==> src/hw/blc_pkg.sv <==
/*
 * Shared constants, state type and helper function for the black level
 * calibration control block.
 * Assumes a single 100 MHz clock domain and a 16-bit register port.
 */
package blc_pkg;

    // register port geometry and data widths
    localparam int REG_AW = 8;
    localparam int REG_DW = 16;
    localparam int CAL_W = 9;
    localparam int AVG_W = 7;
    localparam int ROW_W = 4;

    // register offsets
    localparam logic [7:0] CTRL_OFS = 8'h60;
    localparam logic [7:0] G1_OFS = 8'h61;

    // control and green1 register field positions
    localparam int CTRL_DIS_RAPID_B = 15;
    localparam int CTRL_RECALC_B = 12;
    localparam int CTRL_LIMIT_B = 10;
    localparam int CTRL_FREEZE_B = 9;
    localparam int CTRL_SWEEP_B = 8;
    localparam int CTRL_DEPTH_LSB = 5;
    localparam int CTRL_UNIT_STEP_B = 4;
    localparam int CTRL_SAME_RB_B = 2;
    localparam int CTRL_SAME_G_B = 1;
    localparam int CTRL_OVR_B = 0;
    localparam int G1_SIGN_B = 8;

    // values after reset
    localparam logic [2:0] DEPTH_RST = 3'h4;
    localparam logic [CAL_W-1:0] G1_RST = 9'h000;
    localparam logic [AVG_W-1:0] AVG_RST = 7'h00;

    // sweep loop constants
    localparam logic [CAL_W-1:0] STEP_INIT = 9'h008;
    localparam logic [CAL_W-1:0] STEP_UNIT = 9'h001;
    localparam logic [AVG_W-1:0] THR_LOW = 7'h1d;
    localparam logic [AVG_W-1:0] THR_HIGH = 7'h23;

    // dark rows that seed the frame-wise algorithm when limiting
    localparam logic [ROW_W-1:0] SEED_ROW_FIRST = 4'h8;
    localparam logic [ROW_W-1:0] SEED_ROW_LAST = 4'hb;
    localparam int SEED_SHIFT = 2;

    typedef enum logic [1:0] {
        BLC_ST_AVG = 2'b01,
        BLC_ST_RAPID = 2'b10
    } blc_state_e;

    // saturating signed add (up) or subtract (down) of a step to a calibration offset
    function automatic logic [CAL_W-1:0] blc_cal_step(
        input logic [CAL_W-1:0] cal,
        input logic [CAL_W-1:0] step,
        input logic up
    );
        logic signed [CAL_W+1:0] sum;
        sum = up ? ($signed({cal[CAL_W-1], cal[CAL_W-1], cal}) + $signed({2'b00, step}))
                 : ($signed({cal[CAL_W-1], cal[CAL_W-1], cal}) - $signed({2'b00, step}));
        if (sum > $signed(11'h0ff))
            return 9'h0ff;
        else if (sum < $signed(11'h700))
            return 9'h100;
        else
            return sum[CAL_W-1:0];
    endfunction : blc_cal_step

endpackage : blc_pkg

==> src/hw/blc_cal_if.sv <==
/*
 * Link between the register bank and the calibration engine.
 * Assumes both ends share ref_clk_i and the clock enable carried here.
 */
`timescale 1ns/1ps
interface blc_cal_if;
    logic ce;
    logic frame_stb;
    logic [blc_pkg::AVG_W-1:0] frame_avg;
    logic recalc;
    logic dis_rapid;
    logic freeze;
    logic sweep;
    logic [2:0] depth;
    logic unit_step;
    logic [blc_pkg::CAL_W-1:0] cal;
    logic [blc_pkg::AVG_W-1:0] run_avg;
    logic rapid_on;

    modport ctrl (
        output ce, frame_stb, frame_avg, recalc, dis_rapid, freeze, sweep, depth, unit_step,
        input cal, run_avg, rapid_on
    );
    modport eng (
        input ce, frame_stb, frame_avg, recalc, dis_rapid, freeze, sweep, depth, unit_step,
        output cal, run_avg, rapid_on
    );
endinterface : blc_cal_if

==> src/hw/blc_engine.sv <==
/*
 * Frame-wise green1 calibration engine: running average, rapid sweep
 * and averaging loop, ramp mode and freeze.
 * Assumes one frame_stb pulse per frame carrying that frame's dark average.
 */
`timescale 1ns/1ps
module blc_engine (
    input wire logic ref_clk_i,
    input wire logic rst_b_i,
    blc_cal_if.eng cif
);
    blc_pkg::blc_state_e state_reg, state_next;
    logic [blc_pkg::CAL_W-1:0] cal_reg, cal_next;
    logic [blc_pkg::CAL_W-1:0] step_reg, step_next;
    logic [blc_pkg::AVG_W-1:0] run_reg, run_next;
    logic [blc_pkg::AVG_W-1:0] cmp_avg;
    logic hi;
    logic lo;

    // next state of the loop, evaluated once per frame
    always_comb
    begin
        state_next = state_reg;
        cal_next = cal_reg;
        step_next = step_reg;
        run_next = run_reg;
        if (cif.recalc)
            run_next = cif.frame_avg;
        else
            run_next = blc_pkg::AVG_W'(run_reg - (run_reg >> cif.depth)
                + (cif.frame_avg >> cif.depth));
        cmp_avg = (state_reg == blc_pkg::BLC_ST_RAPID) ? cif.frame_avg : run_next;
        hi = cmp_avg > blc_pkg::THR_HIGH;
        lo = cmp_avg < blc_pkg::THR_LOW;
        if (!cif.frame_stb)
        begin
            run_next = run_reg;
        end
        else if (cif.freeze)
        begin
            state_next = state_reg;
        end
        else if (cif.sweep)
        begin
            cal_next = blc_pkg::CAL_W'(cal_reg + blc_pkg::STEP_UNIT);
        end
        else if (cif.recalc && !cif.dis_rapid)
        begin
            // a recalc restarts the sweep from its first step, even mid-sweep
            state_next = blc_pkg::BLC_ST_RAPID;
            step_next = cif.unit_step ? blc_pkg::STEP_UNIT
                                      : blc_pkg::STEP_INIT;
        end
        else
        begin
            case (state_reg)
                blc_pkg::BLC_ST_AVG:
                begin
                    if (hi || lo)
                        cal_next = blc_pkg::blc_cal_step(cal_reg, blc_pkg::STEP_UNIT, lo);
                end
                blc_pkg::BLC_ST_RAPID:
                begin
                    if (cif.dis_rapid || !(hi || lo))
                        state_next = blc_pkg::BLC_ST_AVG;
                    else
                    begin
                        cal_next = blc_pkg::blc_cal_step(cal_reg, step_reg, lo);
                        step_next = (step_reg > blc_pkg::STEP_UNIT) ? (step_reg >> 1)
                                                                    : blc_pkg::STEP_UNIT;
                    end
                end
                default:
                    state_next = blc_pkg::BLC_ST_AVG;
            endcase
        end
    end

    // loop registers, frozen while the clock enable is low
    always_ff @(posedge ref_clk_i or negedge rst_b_i)
    begin
        if (!rst_b_i)
        begin
            state_reg <= blc_pkg::BLC_ST_AVG;
            cal_reg <= blc_pkg::G1_RST;
            step_reg <= blc_pkg::STEP_UNIT;
            run_reg <= blc_pkg::AVG_RST;
        end
        else if (cif.ce)
        begin
            state_reg <= state_next;
            cal_reg <= cal_next;
            step_reg <= step_next;
            run_reg <= run_next;
        end
    end

    assign cif.cal = cal_reg;
    assign cif.run_avg = run_reg;
    assign cif.rapid_on = (state_reg == blc_pkg::BLC_ST_RAPID);

endmodule : blc_engine

==> src/hw/blc_calib_ctrl.sv <==
/*
 * Black level calibration control: control register, green1 offset
 * register, per-channel offset selection and dark row routing.
 * Assumes a synchronous register port, a frame pulse with the loop's dark
 * average, and the other channels' offsets supplied from outside.
 */
`timescale 1ns/1ps
module blc_calib_ctrl (
    input wire logic ref_clk_i,
    input wire logic rst_b_i,
    input wire logic clk_en_i,
    input wire logic [blc_pkg::REG_AW-1:0] reg_addr_i,
    input wire logic [blc_pkg::REG_DW-1:0] reg_wdata_i,
    input wire logic reg_wr_i,
    input wire logic reg_rd_i,
    output logic [blc_pkg::REG_DW-1:0] reg_rdata_o,
    input wire logic frame_stb_i,
    input wire logic [blc_pkg::AVG_W-1:0] frame_avg_i,
    input wire logic row_vld_i,
    input wire logic [blc_pkg::ROW_W-1:0] row_idx_i,
    input wire logic [blc_pkg::AVG_W-1:0] row_avg_i,
    output logic loop_row_use_o,
    output logic [blc_pkg::AVG_W-1:0] seed_avg_o,
    output logic [blc_pkg::AVG_W-1:0] run_avg_o,
    output logic rapid_active_o,
    input wire logic [blc_pkg::CAL_W-1:0] cal_red_i,
    input wire logic [blc_pkg::CAL_W-1:0] cal_blue_i,
    input wire logic [blc_pkg::CAL_W-1:0] cal_green2_i,
    output logic [blc_pkg::CAL_W-1:0] cal_green1_o,
    output logic [blc_pkg::CAL_W-1:0] cal_green2_o,
    output logic [blc_pkg::CAL_W-1:0] cal_red_o,
    output logic [blc_pkg::CAL_W-1:0] cal_blue_o
);
    blc_cal_if cif ();

    // control fields
    logic dis_rapid_reg, dis_rapid_next;
    logic limit_reg, limit_next;
    logic freeze_reg, freeze_next;
    logic sweep_reg, sweep_next;
    logic [2:0] depth_reg, depth_next;
    logic unit_step_reg, unit_step_next;
    logic same_rb_reg, same_rb_next;
    logic same_g_reg, same_g_next;
    logic ovr_reg, ovr_next;
    logic recalc_reg, recalc_next;
    logic [blc_pkg::CAL_W-1:0] g1_man_reg, g1_man_next;
    logic [blc_pkg::REG_DW-1:0] rdata_reg, rdata_next;
    logic [blc_pkg::AVG_W+1:0] seed_sum_reg, seed_sum_next;
    logic [blc_pkg::AVG_W-1:0] seed_reg, seed_next;
    logic [blc_pkg::CAL_W-1:0] g1_reg, g1_next;
    logic [blc_pkg::CAL_W-1:0] g2_reg, g2_next;
    logic [blc_pkg::CAL_W-1:0] red_reg, red_next;
    logic [blc_pkg::CAL_W-1:0] blue_reg, blue_next;
    logic wr_ctrl;
    logic wr_g1;
    logic seed_row;
    logic [blc_pkg::CAL_W-1:0] g1_applied;
    logic [blc_pkg::REG_DW-1:0] ctrl_view;

    // register port decode
    assign wr_ctrl = reg_wr_i && (reg_addr_i == blc_pkg::CTRL_OFS);
    assign wr_g1 = reg_wr_i && (reg_addr_i == blc_pkg::G1_OFS);

    // control register image; recalc and reserved bits read as zero
    always_comb
    begin
        ctrl_view = '0;
        ctrl_view[blc_pkg::CTRL_DIS_RAPID_B] = dis_rapid_reg;
        ctrl_view[blc_pkg::CTRL_RECALC_B] = 1'b0;
        ctrl_view[blc_pkg::CTRL_LIMIT_B] = limit_reg;
        ctrl_view[blc_pkg::CTRL_FREEZE_B] = freeze_reg;
        ctrl_view[blc_pkg::CTRL_SWEEP_B] = sweep_reg;
        ctrl_view[blc_pkg::CTRL_DEPTH_LSB +: 3] = depth_reg;
        ctrl_view[blc_pkg::CTRL_UNIT_STEP_B] = unit_step_reg;
        ctrl_view[blc_pkg::CTRL_SAME_RB_B] = same_rb_reg;
        ctrl_view[blc_pkg::CTRL_SAME_G_B] = same_g_reg;
        ctrl_view[blc_pkg::CTRL_OVR_B] = ovr_reg;
    end

    // green1 value in force: manual when overridden, else computed
    assign g1_applied = ovr_reg ? g1_man_reg : cif.cal;

    // register writes, recalc request and read data
    always_comb
    begin
        dis_rapid_next = dis_rapid_reg;
        limit_next = limit_reg;
        freeze_next = freeze_reg;
        sweep_next = sweep_reg;
        depth_next = depth_reg;
        unit_step_next = unit_step_reg;
        same_rb_next = same_rb_reg;
        same_g_next = same_g_reg;
        ovr_next = ovr_reg;
        g1_man_next = g1_man_reg;
        rdata_next = rdata_reg;
        // pending recalc is consumed at the frame; a new write wins
        recalc_next = recalc_reg && !frame_stb_i;
        if (wr_ctrl)
        begin
            dis_rapid_next = reg_wdata_i[blc_pkg::CTRL_DIS_RAPID_B];
            limit_next = reg_wdata_i[blc_pkg::CTRL_LIMIT_B];
            freeze_next = reg_wdata_i[blc_pkg::CTRL_FREEZE_B];
            sweep_next = reg_wdata_i[blc_pkg::CTRL_SWEEP_B];
            depth_next = reg_wdata_i[blc_pkg::CTRL_DEPTH_LSB +: 3];
            unit_step_next = reg_wdata_i[blc_pkg::CTRL_UNIT_STEP_B];
            same_rb_next = reg_wdata_i[blc_pkg::CTRL_SAME_RB_B];
            same_g_next = reg_wdata_i[blc_pkg::CTRL_SAME_G_B];
            ovr_next = reg_wdata_i[blc_pkg::CTRL_OVR_B];
            if (reg_wdata_i[blc_pkg::CTRL_RECALC_B])
                recalc_next = 1'b1;
        end
        if (wr_g1 && ovr_reg)
            g1_man_next = reg_wdata_i[blc_pkg::CAL_W-1:0];
        if (reg_rd_i)
        begin
            case (reg_addr_i)
                blc_pkg::CTRL_OFS:
                    rdata_next = ctrl_view;
                blc_pkg::G1_OFS:
                    rdata_next = {7'h00, g1_applied};
                default:
                    rdata_next = '0;
            endcase
        end
    end

    // dark row routing and seed averaging of rows 8 to 11
    assign seed_row = limit_reg && (row_idx_i >= blc_pkg::SEED_ROW_FIRST)
        && (row_idx_i <= blc_pkg::SEED_ROW_LAST);
    assign loop_row_use_o = row_vld_i && !seed_row;

    always_comb
    begin
        seed_sum_next = seed_sum_reg;
        seed_next = seed_reg;
        if (frame_stb_i)
        begin
            seed_next = blc_pkg::AVG_W'(seed_sum_reg >> blc_pkg::SEED_SHIFT);
            seed_sum_next = '0;
        end
        else if (row_vld_i && seed_row)
            seed_sum_next = (blc_pkg::AVG_W+2)'(seed_sum_reg + row_avg_i);
    end

    // per-channel offsets driven to the analog offset DACs
    always_comb
    begin
        g1_next = g1_applied;
        red_next = cal_red_i;
        g2_next = same_g_reg ? g1_applied : cal_green2_i;
        blue_next = same_rb_reg ? cal_red_i : cal_blue_i;
        if (sweep_reg && !ovr_reg)
        begin
            red_next = cif.cal;
            g2_next = cif.cal;
            blue_next = cif.cal;
        end
    end

    // state registers, all held while the clock enable is low
    always_ff @(posedge ref_clk_i or negedge rst_b_i)
    begin
        if (!rst_b_i)
        begin
            dis_rapid_reg <= 1'b0;
            limit_reg <= 1'b0;
            freeze_reg <= 1'b0;
            sweep_reg <= 1'b0;
            depth_reg <= blc_pkg::DEPTH_RST;
            unit_step_reg <= 1'b0;
            same_rb_reg <= 1'b0;
            same_g_reg <= 1'b0;
            ovr_reg <= 1'b0;
            recalc_reg <= 1'b0;
            g1_man_reg <= blc_pkg::G1_RST;
            rdata_reg <= '0;
            seed_sum_reg <= '0;
            seed_reg <= blc_pkg::AVG_RST;
            g1_reg <= blc_pkg::G1_RST;
            g2_reg <= blc_pkg::G1_RST;
            red_reg <= blc_pkg::G1_RST;
            blue_reg <= blc_pkg::G1_RST;
        end
        else if (clk_en_i)
        begin
            dis_rapid_reg <= dis_rapid_next;
            limit_reg <= limit_next;
            freeze_reg <= freeze_next;
            sweep_reg <= sweep_next;
            depth_reg <= depth_next;
            unit_step_reg <= unit_step_next;
            same_rb_reg <= same_rb_next;
            same_g_reg <= same_g_next;
            ovr_reg <= ovr_next;
            recalc_reg <= recalc_next;
            g1_man_reg <= g1_man_next;
            rdata_reg <= rdata_next;
            seed_sum_reg <= seed_sum_next;
            seed_reg <= seed_next;
            g1_reg <= g1_next;
            g2_reg <= g2_next;
            red_reg <= red_next;
            blue_reg <= blue_next;
        end
    end

    // engine hookup
    assign cif.ce = clk_en_i;
    assign cif.frame_stb = frame_stb_i;
    assign cif.frame_avg = frame_avg_i;
    assign cif.recalc = recalc_reg;
    assign cif.dis_rapid = dis_rapid_reg;
    assign cif.freeze = freeze_reg;
    assign cif.sweep = sweep_reg;
    assign cif.depth = depth_reg;
    assign cif.unit_step = unit_step_reg;

    blc_engine u_engine (
        .ref_clk_i(ref_clk_i),
        .rst_b_i(rst_b_i),
        .cif(cif)
    );

    // outputs
    assign reg_rdata_o = rdata_reg;
    assign seed_avg_o = seed_reg;
    assign run_avg_o = cif.run_avg;
    assign rapid_active_o = cif.rapid_on;
    assign cal_green1_o = g1_reg;
    assign cal_green2_o = g2_reg;
    assign cal_red_o = red_reg;
    assign cal_blue_o = blue_reg;
endmodule : blc_calib_ctrl

==> config.mk <==
export PLATFORM = sky130hd
export DESIGN_NAME = blc_calib_ctrl
export DESIGN_NICKNAME = d
export VERILOG_FILES = /design/src/hw/blc_pkg.sv /design/src/hw/blc_cal_if.sv /design/src/hw/blc_engine.sv /design/src/hw/blc_calib_ctrl.sv
export SDC_FILE = /design/constraint.sdc
export NUM_CORES = 1
export LEC_CHECK = 0
export ABC_CLOCK_PERIOD_IN_PS = 7700
export CAP_MARGIN = 15
export CORE_MARGIN = 4
export CORE_UTILIZATION = 40
export CTS_CLUSTER_SIZE = 8
export DETAILED_ROUTE_END_ITERATION = 8
export DONT_BUFFER_PORTS = 1
export GPL_TIMING_DRIVEN = 0
export SYNTH_ARGS = -nofsm -noshare
export SYNTH_HDL_FRONTEND = slang
export SYNTH_SLANG_ARGS = --single-unit
==> constraint.sdc <==
create_clock -name ref_clk_i -period 7.7 [get_ports ref_clk_i]
set_input_delay 1.155 -clock ref_clk_i [delete_from_list [all_inputs] [get_ports ref_clk_i]]
set_output_delay 1.155 -clock ref_clk_i [all_outputs]
set_load 0.05 [all_outputs]
# ---- After elaboration in Yosys (flattened, before gate mapping)
# Cells that the tools add are included.
dict set report op_classes {
  addsub 8
  magnitude_cmp 9
  n_eq_ne 10
  n_shift 2
  n_mux 32
  n_bitwise 2
  n_reduce_logical 28
}
# cell count
set ops {}
lappend ops {{two-way mux 9 bit} 19}
lappend ops {{case mux 16 bit (2 select lines)} 1}
lappend ops {{greater-than comparator 11 x 9 -> 1 bit, second input constant} 2}
lappend ops {{< comparator 11 x 9 -> 1 bit, second input constant} 2}
lappend ops {{two-way mux 11 bit} 2}
lappend ops {{case mux 9 bit (2 select lines)} 1}
lappend ops {{equality test 8 x 7 -> 1 bit, second input constant} 2}
lappend ops {{two-way mux 7 bit} 2}
lappend ops {{>> shifter 7 x 3 -> 7 bit} 2}
lappend ops {{AND reduction 6 bit} 2}
lappend ops {{adder 9 x 10 -> 11 bit} 1}
lappend ops {{subtractor 9 x 10 -> 11 bit} 1}
lappend ops {{adder 9 x 2 -> 10 bit, second input constant} 1}
lappend ops {{logical AND 1 bit} 10}
lappend ops {{AND reduction 2 bit} 5}
lappend ops {{subtractor 9 x 2 -> 10 bit, second input constant} 1}
lappend ops {{adder 9 x 1 -> 9 bit, second input constant} 1}
lappend ops {{adder 9 x 7 -> 9 bit} 1}
lappend ops {{greater-than comparator 9 x 1 -> 1 bit, second input constant} 1}
lappend ops {{two-way mux 8 bit} 1}
lappend ops {{adder 7 bit} 1}
lappend ops {{greater-than comparator 7 x 6 -> 1 bit, second input constant} 1}
lappend ops {{< comparator 7 x 5 -> 1 bit, second input constant} 1}
lappend ops {{AND reduction 7 bit} 1}
lappend ops {{19 further kinds} 29}
dict set report totals {
  reg_bits 116
  out_inout_bits 68
  wordCells 113
}

# ---- Longest topological paths before layout
dict set report logic_depth {
  ltp_word 14
  ltp_mapped 30
  depth_no_buf 28
}

# ---- Cells and area by module
# From an unflattened synthesis, not the netlist that was laid out.
dict set report hier_totals {
  cells_unflattened 815
  area_unflattened_um2 7529.7
}
# mod n_inst cells_per_inst area_each_um2 seq_area_each_um2
set modules_own_cells {}
lappend modules_own_cells {blc_calib_ctrl 1 369 4036.4 2128.3}
lappend modules_own_cells {blc_engine 1 446 3493.4 553.0}

# ---- Worst setup path after synthesis
# No wires, ideal clock.
dict set report synth_path {
  path_kind {input to register}
  startpoint {input frame_avg_i[6] (netlist name)}
  endpoint {register u_engine.cal_reg (netlist bit u_engine.cif.cal[0])}
  setup_time_ns 0.121
  t_arrival_ns 6.546
  required_ns 7.579
  setup_slack_ns 1.033
  path_stages 24
  path_cell_list {clkbuf_1 > mux2i_1 > or3_1 > fa_1 > inv_1 > ha_1 > nor4b_1 > or3_1 > a311oi_1 > a31o_2 > nand2_1 > inv_1 > nor2_1 > a21o_1 > fa_1 > nor2b_1 > o211ai_1 > a32oi_1 > o21bai_1 > mux2_2 > o22a_1 > a221oi_1 > nor2_1 > a22o_1}
}
dict set report synth_via {
  elab_chain_len 13
  word_cells_on_any_way 27
}
# item line
set synth_rtl {}
lappend synth_rtl {{start: declaration} blc_calib_ctrl.sv:18} ;# input wire logic [blc_pkg::AVG_W-1:0] frame_avg_i,
lappend synth_rtl {{>> shifter 7 x 3 -> 7 bit} blc_engine.sv:31} ;# + (cif.frame_avg >> cif.depth));
lappend synth_rtl {{adder 7 bit} blc_engine.sv:31}
lappend synth_rtl {{two-way mux 7 bit} blc_engine.sv:27} ;# if (cif.recalc)
lappend synth_rtl {{two-way mux 7 bit *} blc_engine.sv:32} ;# cmp_avg = (state_reg == blc_pkg::BLC_ST_RAPID) ? cif.frame_avg : run_next;
lappend synth_rtl {{< comparator 7 x 5 -> 1 bit} blc_engine.sv:34} ;# lo = cmp_avg < blc_pkg::THR_LOW;
lappend synth_rtl {{two-way mux 11 bit} blc_pkg.sv:60} ;# sum = up ? ($signed({cal[CAL_W-1], cal[CAL_W-1], cal}) + $signed({2'b00, step}))
lappend synth_rtl {{< comparator 11 x 9 -> 1 bit} blc_pkg.sv:64} ;# else if (sum < $signed(11'h700))
lappend synth_rtl {{two-way mux 9 bit} blc_pkg.sv:64}
lappend synth_rtl {{two-way mux 9 bit} blc_pkg.sv:62} ;# if (sum > $signed(11'h0ff))
lappend synth_rtl {{two-way mux 9 bit (on tied branches)} {blc_engine.sv:64, blc_engine.sv:59}}
lappend synth_rtl {{case mux 9 bit (2 select lines)} blc_engine.sv:56} ;# case (state_reg)
lappend synth_rtl {{two-way mux 9 bit} blc_engine.sv:47} ;# else if (cif.recalc && !cif.dis_rapid)
lappend synth_rtl {{two-way mux 9 bit} blc_engine.sv:43} ;# else if (cif.sweep)
lappend synth_rtl {{end signal: assignment} blc_engine.sv:85} ;# cal_reg <= blc_pkg::G1_RST;
lappend synth_rtl {{end signal: assignment} blc_engine.sv:92} ;# cal_reg <= cal_next;
lappend synth_rtl {{end: declaration} blc_engine.sv:13} ;# logic [blc_pkg::CAL_W-1:0] cal_reg, cal_next;
# Every way passes the cells marked *; elsewhere a longest branch is shown, timed or not. The select of a mux whose other input is x is not followed.
# A chain may end at the register's enable or synchronous reset.

# ---- Worst setup path in the final report
# Same ends and word-level chain as after synthesis.

==> out/summary.txt <==
Synth Instances = 818
Critical Path RT = 7960 ps
Clock tree root buffer cell = clkbuf_16
Minimum clock period = 7180 ps
Clk buf depth = 2
Grt ovf = 0
Crit path largest cell delay = 510 ps
Starting Density = 40.7%
Pin count of the biggest net entering global routing = 108
Mapped cell area = 7340 um2
Count of flip-flops with a built-in enable after synthesis = 0
Non-filler cells, final = 1066
Total GRT Usage = 19.3%
Core Rows = 49
Async set-or-reset flop fraction in the synthesized netlist = 100%
Chip Width = 143 um
Die Y = 143 um
Drt via density = 5.70
Synth cell types = 74
Max Slew Vio Count = 0
DRT Pass-1 Iters = 5
Seq/Total Area, Yosys = 36.5%
Max reg flops = 12
Worst EP arrival = 7440 ps
Number of synthesized register bits = 107
H-tree Lvls = 3
Share of the synthesized area in the top cell type = 35.5%
Top cells by count, synth = 104 x dfrtp_1, 91 x nand2_1, 72 x nor2_1
Critical path class = in2reg
Largest fanout on the critical path = 12
Final nets = 954
Core Region = 18000 um2
Slew margin rel. = 43.0%
I/O Pins = 144
WL final = 20300 um
Starting DRC count in detailed routing = 405
Final worst-path cycle share = 93.3%
Diodes inserted = 0
CTS tree = built
Tightest Hold Check Type = in2async
WHS = 474 ps
Fmax = 139 MHz
Hold Fails Final Rpt = 0
Share of layout cells above drive strength 1 = 10.5%
Ranking of synthesized cells by area = dfrtp_1 35%, ha_1 6.3%, mux2_2 6.3%
Die ar. = 20600 um2
Area grow syn2layout = 8.25%
Worst-path clk slew = 80 ps
Crit path launch type = primary input
RSZ-0062 raised after global routing = false
Hold buffer count at cts = 0
Drt drc = 0
Setup crit end kind = flip-flop
CTS Sinks = 107
Final setup vio count = 0
Count leader, synth = dfrtp_1
Area leader, netlist = dfrtp_1
Syn_area_per_cell = 8.97 um2
CP startpoint = frame_avg_i[6]
Hpwl dp = 15100 um
Setup Skew = 8.72 ps
Final Wtd Congestion = 0.879
Initial antenna violation count = 0
Port bufs = 0
Core Util, Final = 44.1%
Crit-path cells = clkbuf_1 -> mux2i_1 -> or3_1 -> fa_1 -> inv_1 -> ha_1 -> nor4b_1 -> or3_1 -> a311oi_2 -> a31o_2 -> nand2_1 -> inv_2 -> nor2_1 -> a21o_1 -> fa_1 -> nor2b_1 -> o211ai_1 -> a32oi_1 -> o21bai_1 -> mux2_2 -> o22a_1 -> a221oi_1 -> nor2_1 -> a22o_1
Status = complete, no violations
Max_cap viols = 0
Reg2reg start = cif.depth[0]
TritonCTS buffer count = 9
Main synth FF type = dfrtp_1
Post-placement cell count = 1050
Insertion delay to the later sink of the worst-skew pair = 360 ps
Yosys warns = 0
Vias = 6078
Fill cells = 1819
Drt wl/cell = 19.0 um
Worst-Margin Slew = 852 ps
Antenna Nets Post-Route = 0
Global-route wire length before repair = 31600 um
Crit-path slowest cell = fa_1
Vias in the first global route = 5849
## routing by layer
layer	vias up	track usage [%]	wire, um
met1	2918	26.7	9200
met3	24	4.23	1400
met4	0	5.15	361
met2	179	30.8	9300
li1	2957	-	-
met5	-	0	0
## cell usage in the layout (no fill, tap or decap), drive strengths merged, types with 4 or more instances in the layout
cell type / instances
a21boi: 4
a221oi: 4
mux2: 41
a211oi: 12
inv: 46
o22ai: 5
a31oi: 22
xnor2: 18
or3: 4
nand2b: 10
and2: 4
a21oi: 52
o211ai: 12
ha: 37
nor3: 13
nor2b: 7
o21a: 5
o31ai: 5
clkbuf: 43
dfrtp: 104
o21ai: 60
fa: 9
buf: 16
xor2: 6
a22o: 8
nand2: 92
conb: 4
nor3b: 5
mux2i: 34
a21o: 9
nor2: 72
nand3: 15
o21bai: 6
## through the flow
stage	setup TNS [ps]	setup slack (ps)	instance area, um2
finish	0	516	7950
global route	0	11.5	7950
CTS	0	230	7940
detailed placement	-328	-138	7640
global placement	-137	-84.8	7640
floorplan	0	1030	7350
## critical path: cells and delay by family
kind,cells,cell delay (ps)
AO/OA/AOI/OAI,9,2280
AND/OR/NAND/NOR,7,1550
adder cells (fa/ha/maj),3,1290
buffers and inverters,3,640
multiplexers,2,530
## area by class of cell
type                       count  area [um2]  share of cell area (%)
sequential                   107        2680                    33.7
tap                          229         287                    3.61
clock inverter                 6        57.6                   0.724
inverter                      43         161                    2.03
multi-input combinational    622        4300                    54.2
clock buffer                  10         239                    3.01
buffer                        49         216                    2.72
## what timing repair did
| action | 4_1_cts | 5_1_grt |
|---|---|---|
| setup endpoints to repair | 0 | 8 |
| resized for setup | 0 | 3 |
| setup buffers | 0 | 0 |
## logic make-up (layout without fill, tap and decap cells)
logic type	Yosys count	after routing	synth area share, %
flops	107	107	36.5
other cells	1	4	0.0511
compound gates	232	232	20.7
buf+inv	92	108	5.15
simple gates	241	241	15.0
fa+ha+maj	46	46	8.76
mux	75	75	10.9
xor+xnor	24	24	2.86
## final timing paths
path,depth (start not counted),end,slack (ps)
setup / recovery,24,u_engine.cif.cal[0],520
hold / removal,0,cal_red_o[2],470
max in group asynchronous,0,u_engine.step_reg[0],6970
setup reg to reg,26,u_engine.cif.cal[0],620
hold reg to reg,2,u_engine.state_reg[0],500
min in group ref_clk_i,2,u_engine.state_reg[0],500
Power is not shown: default switching activity piles up to over one toggle a cycle in this logic, so the estimate is an artifact.
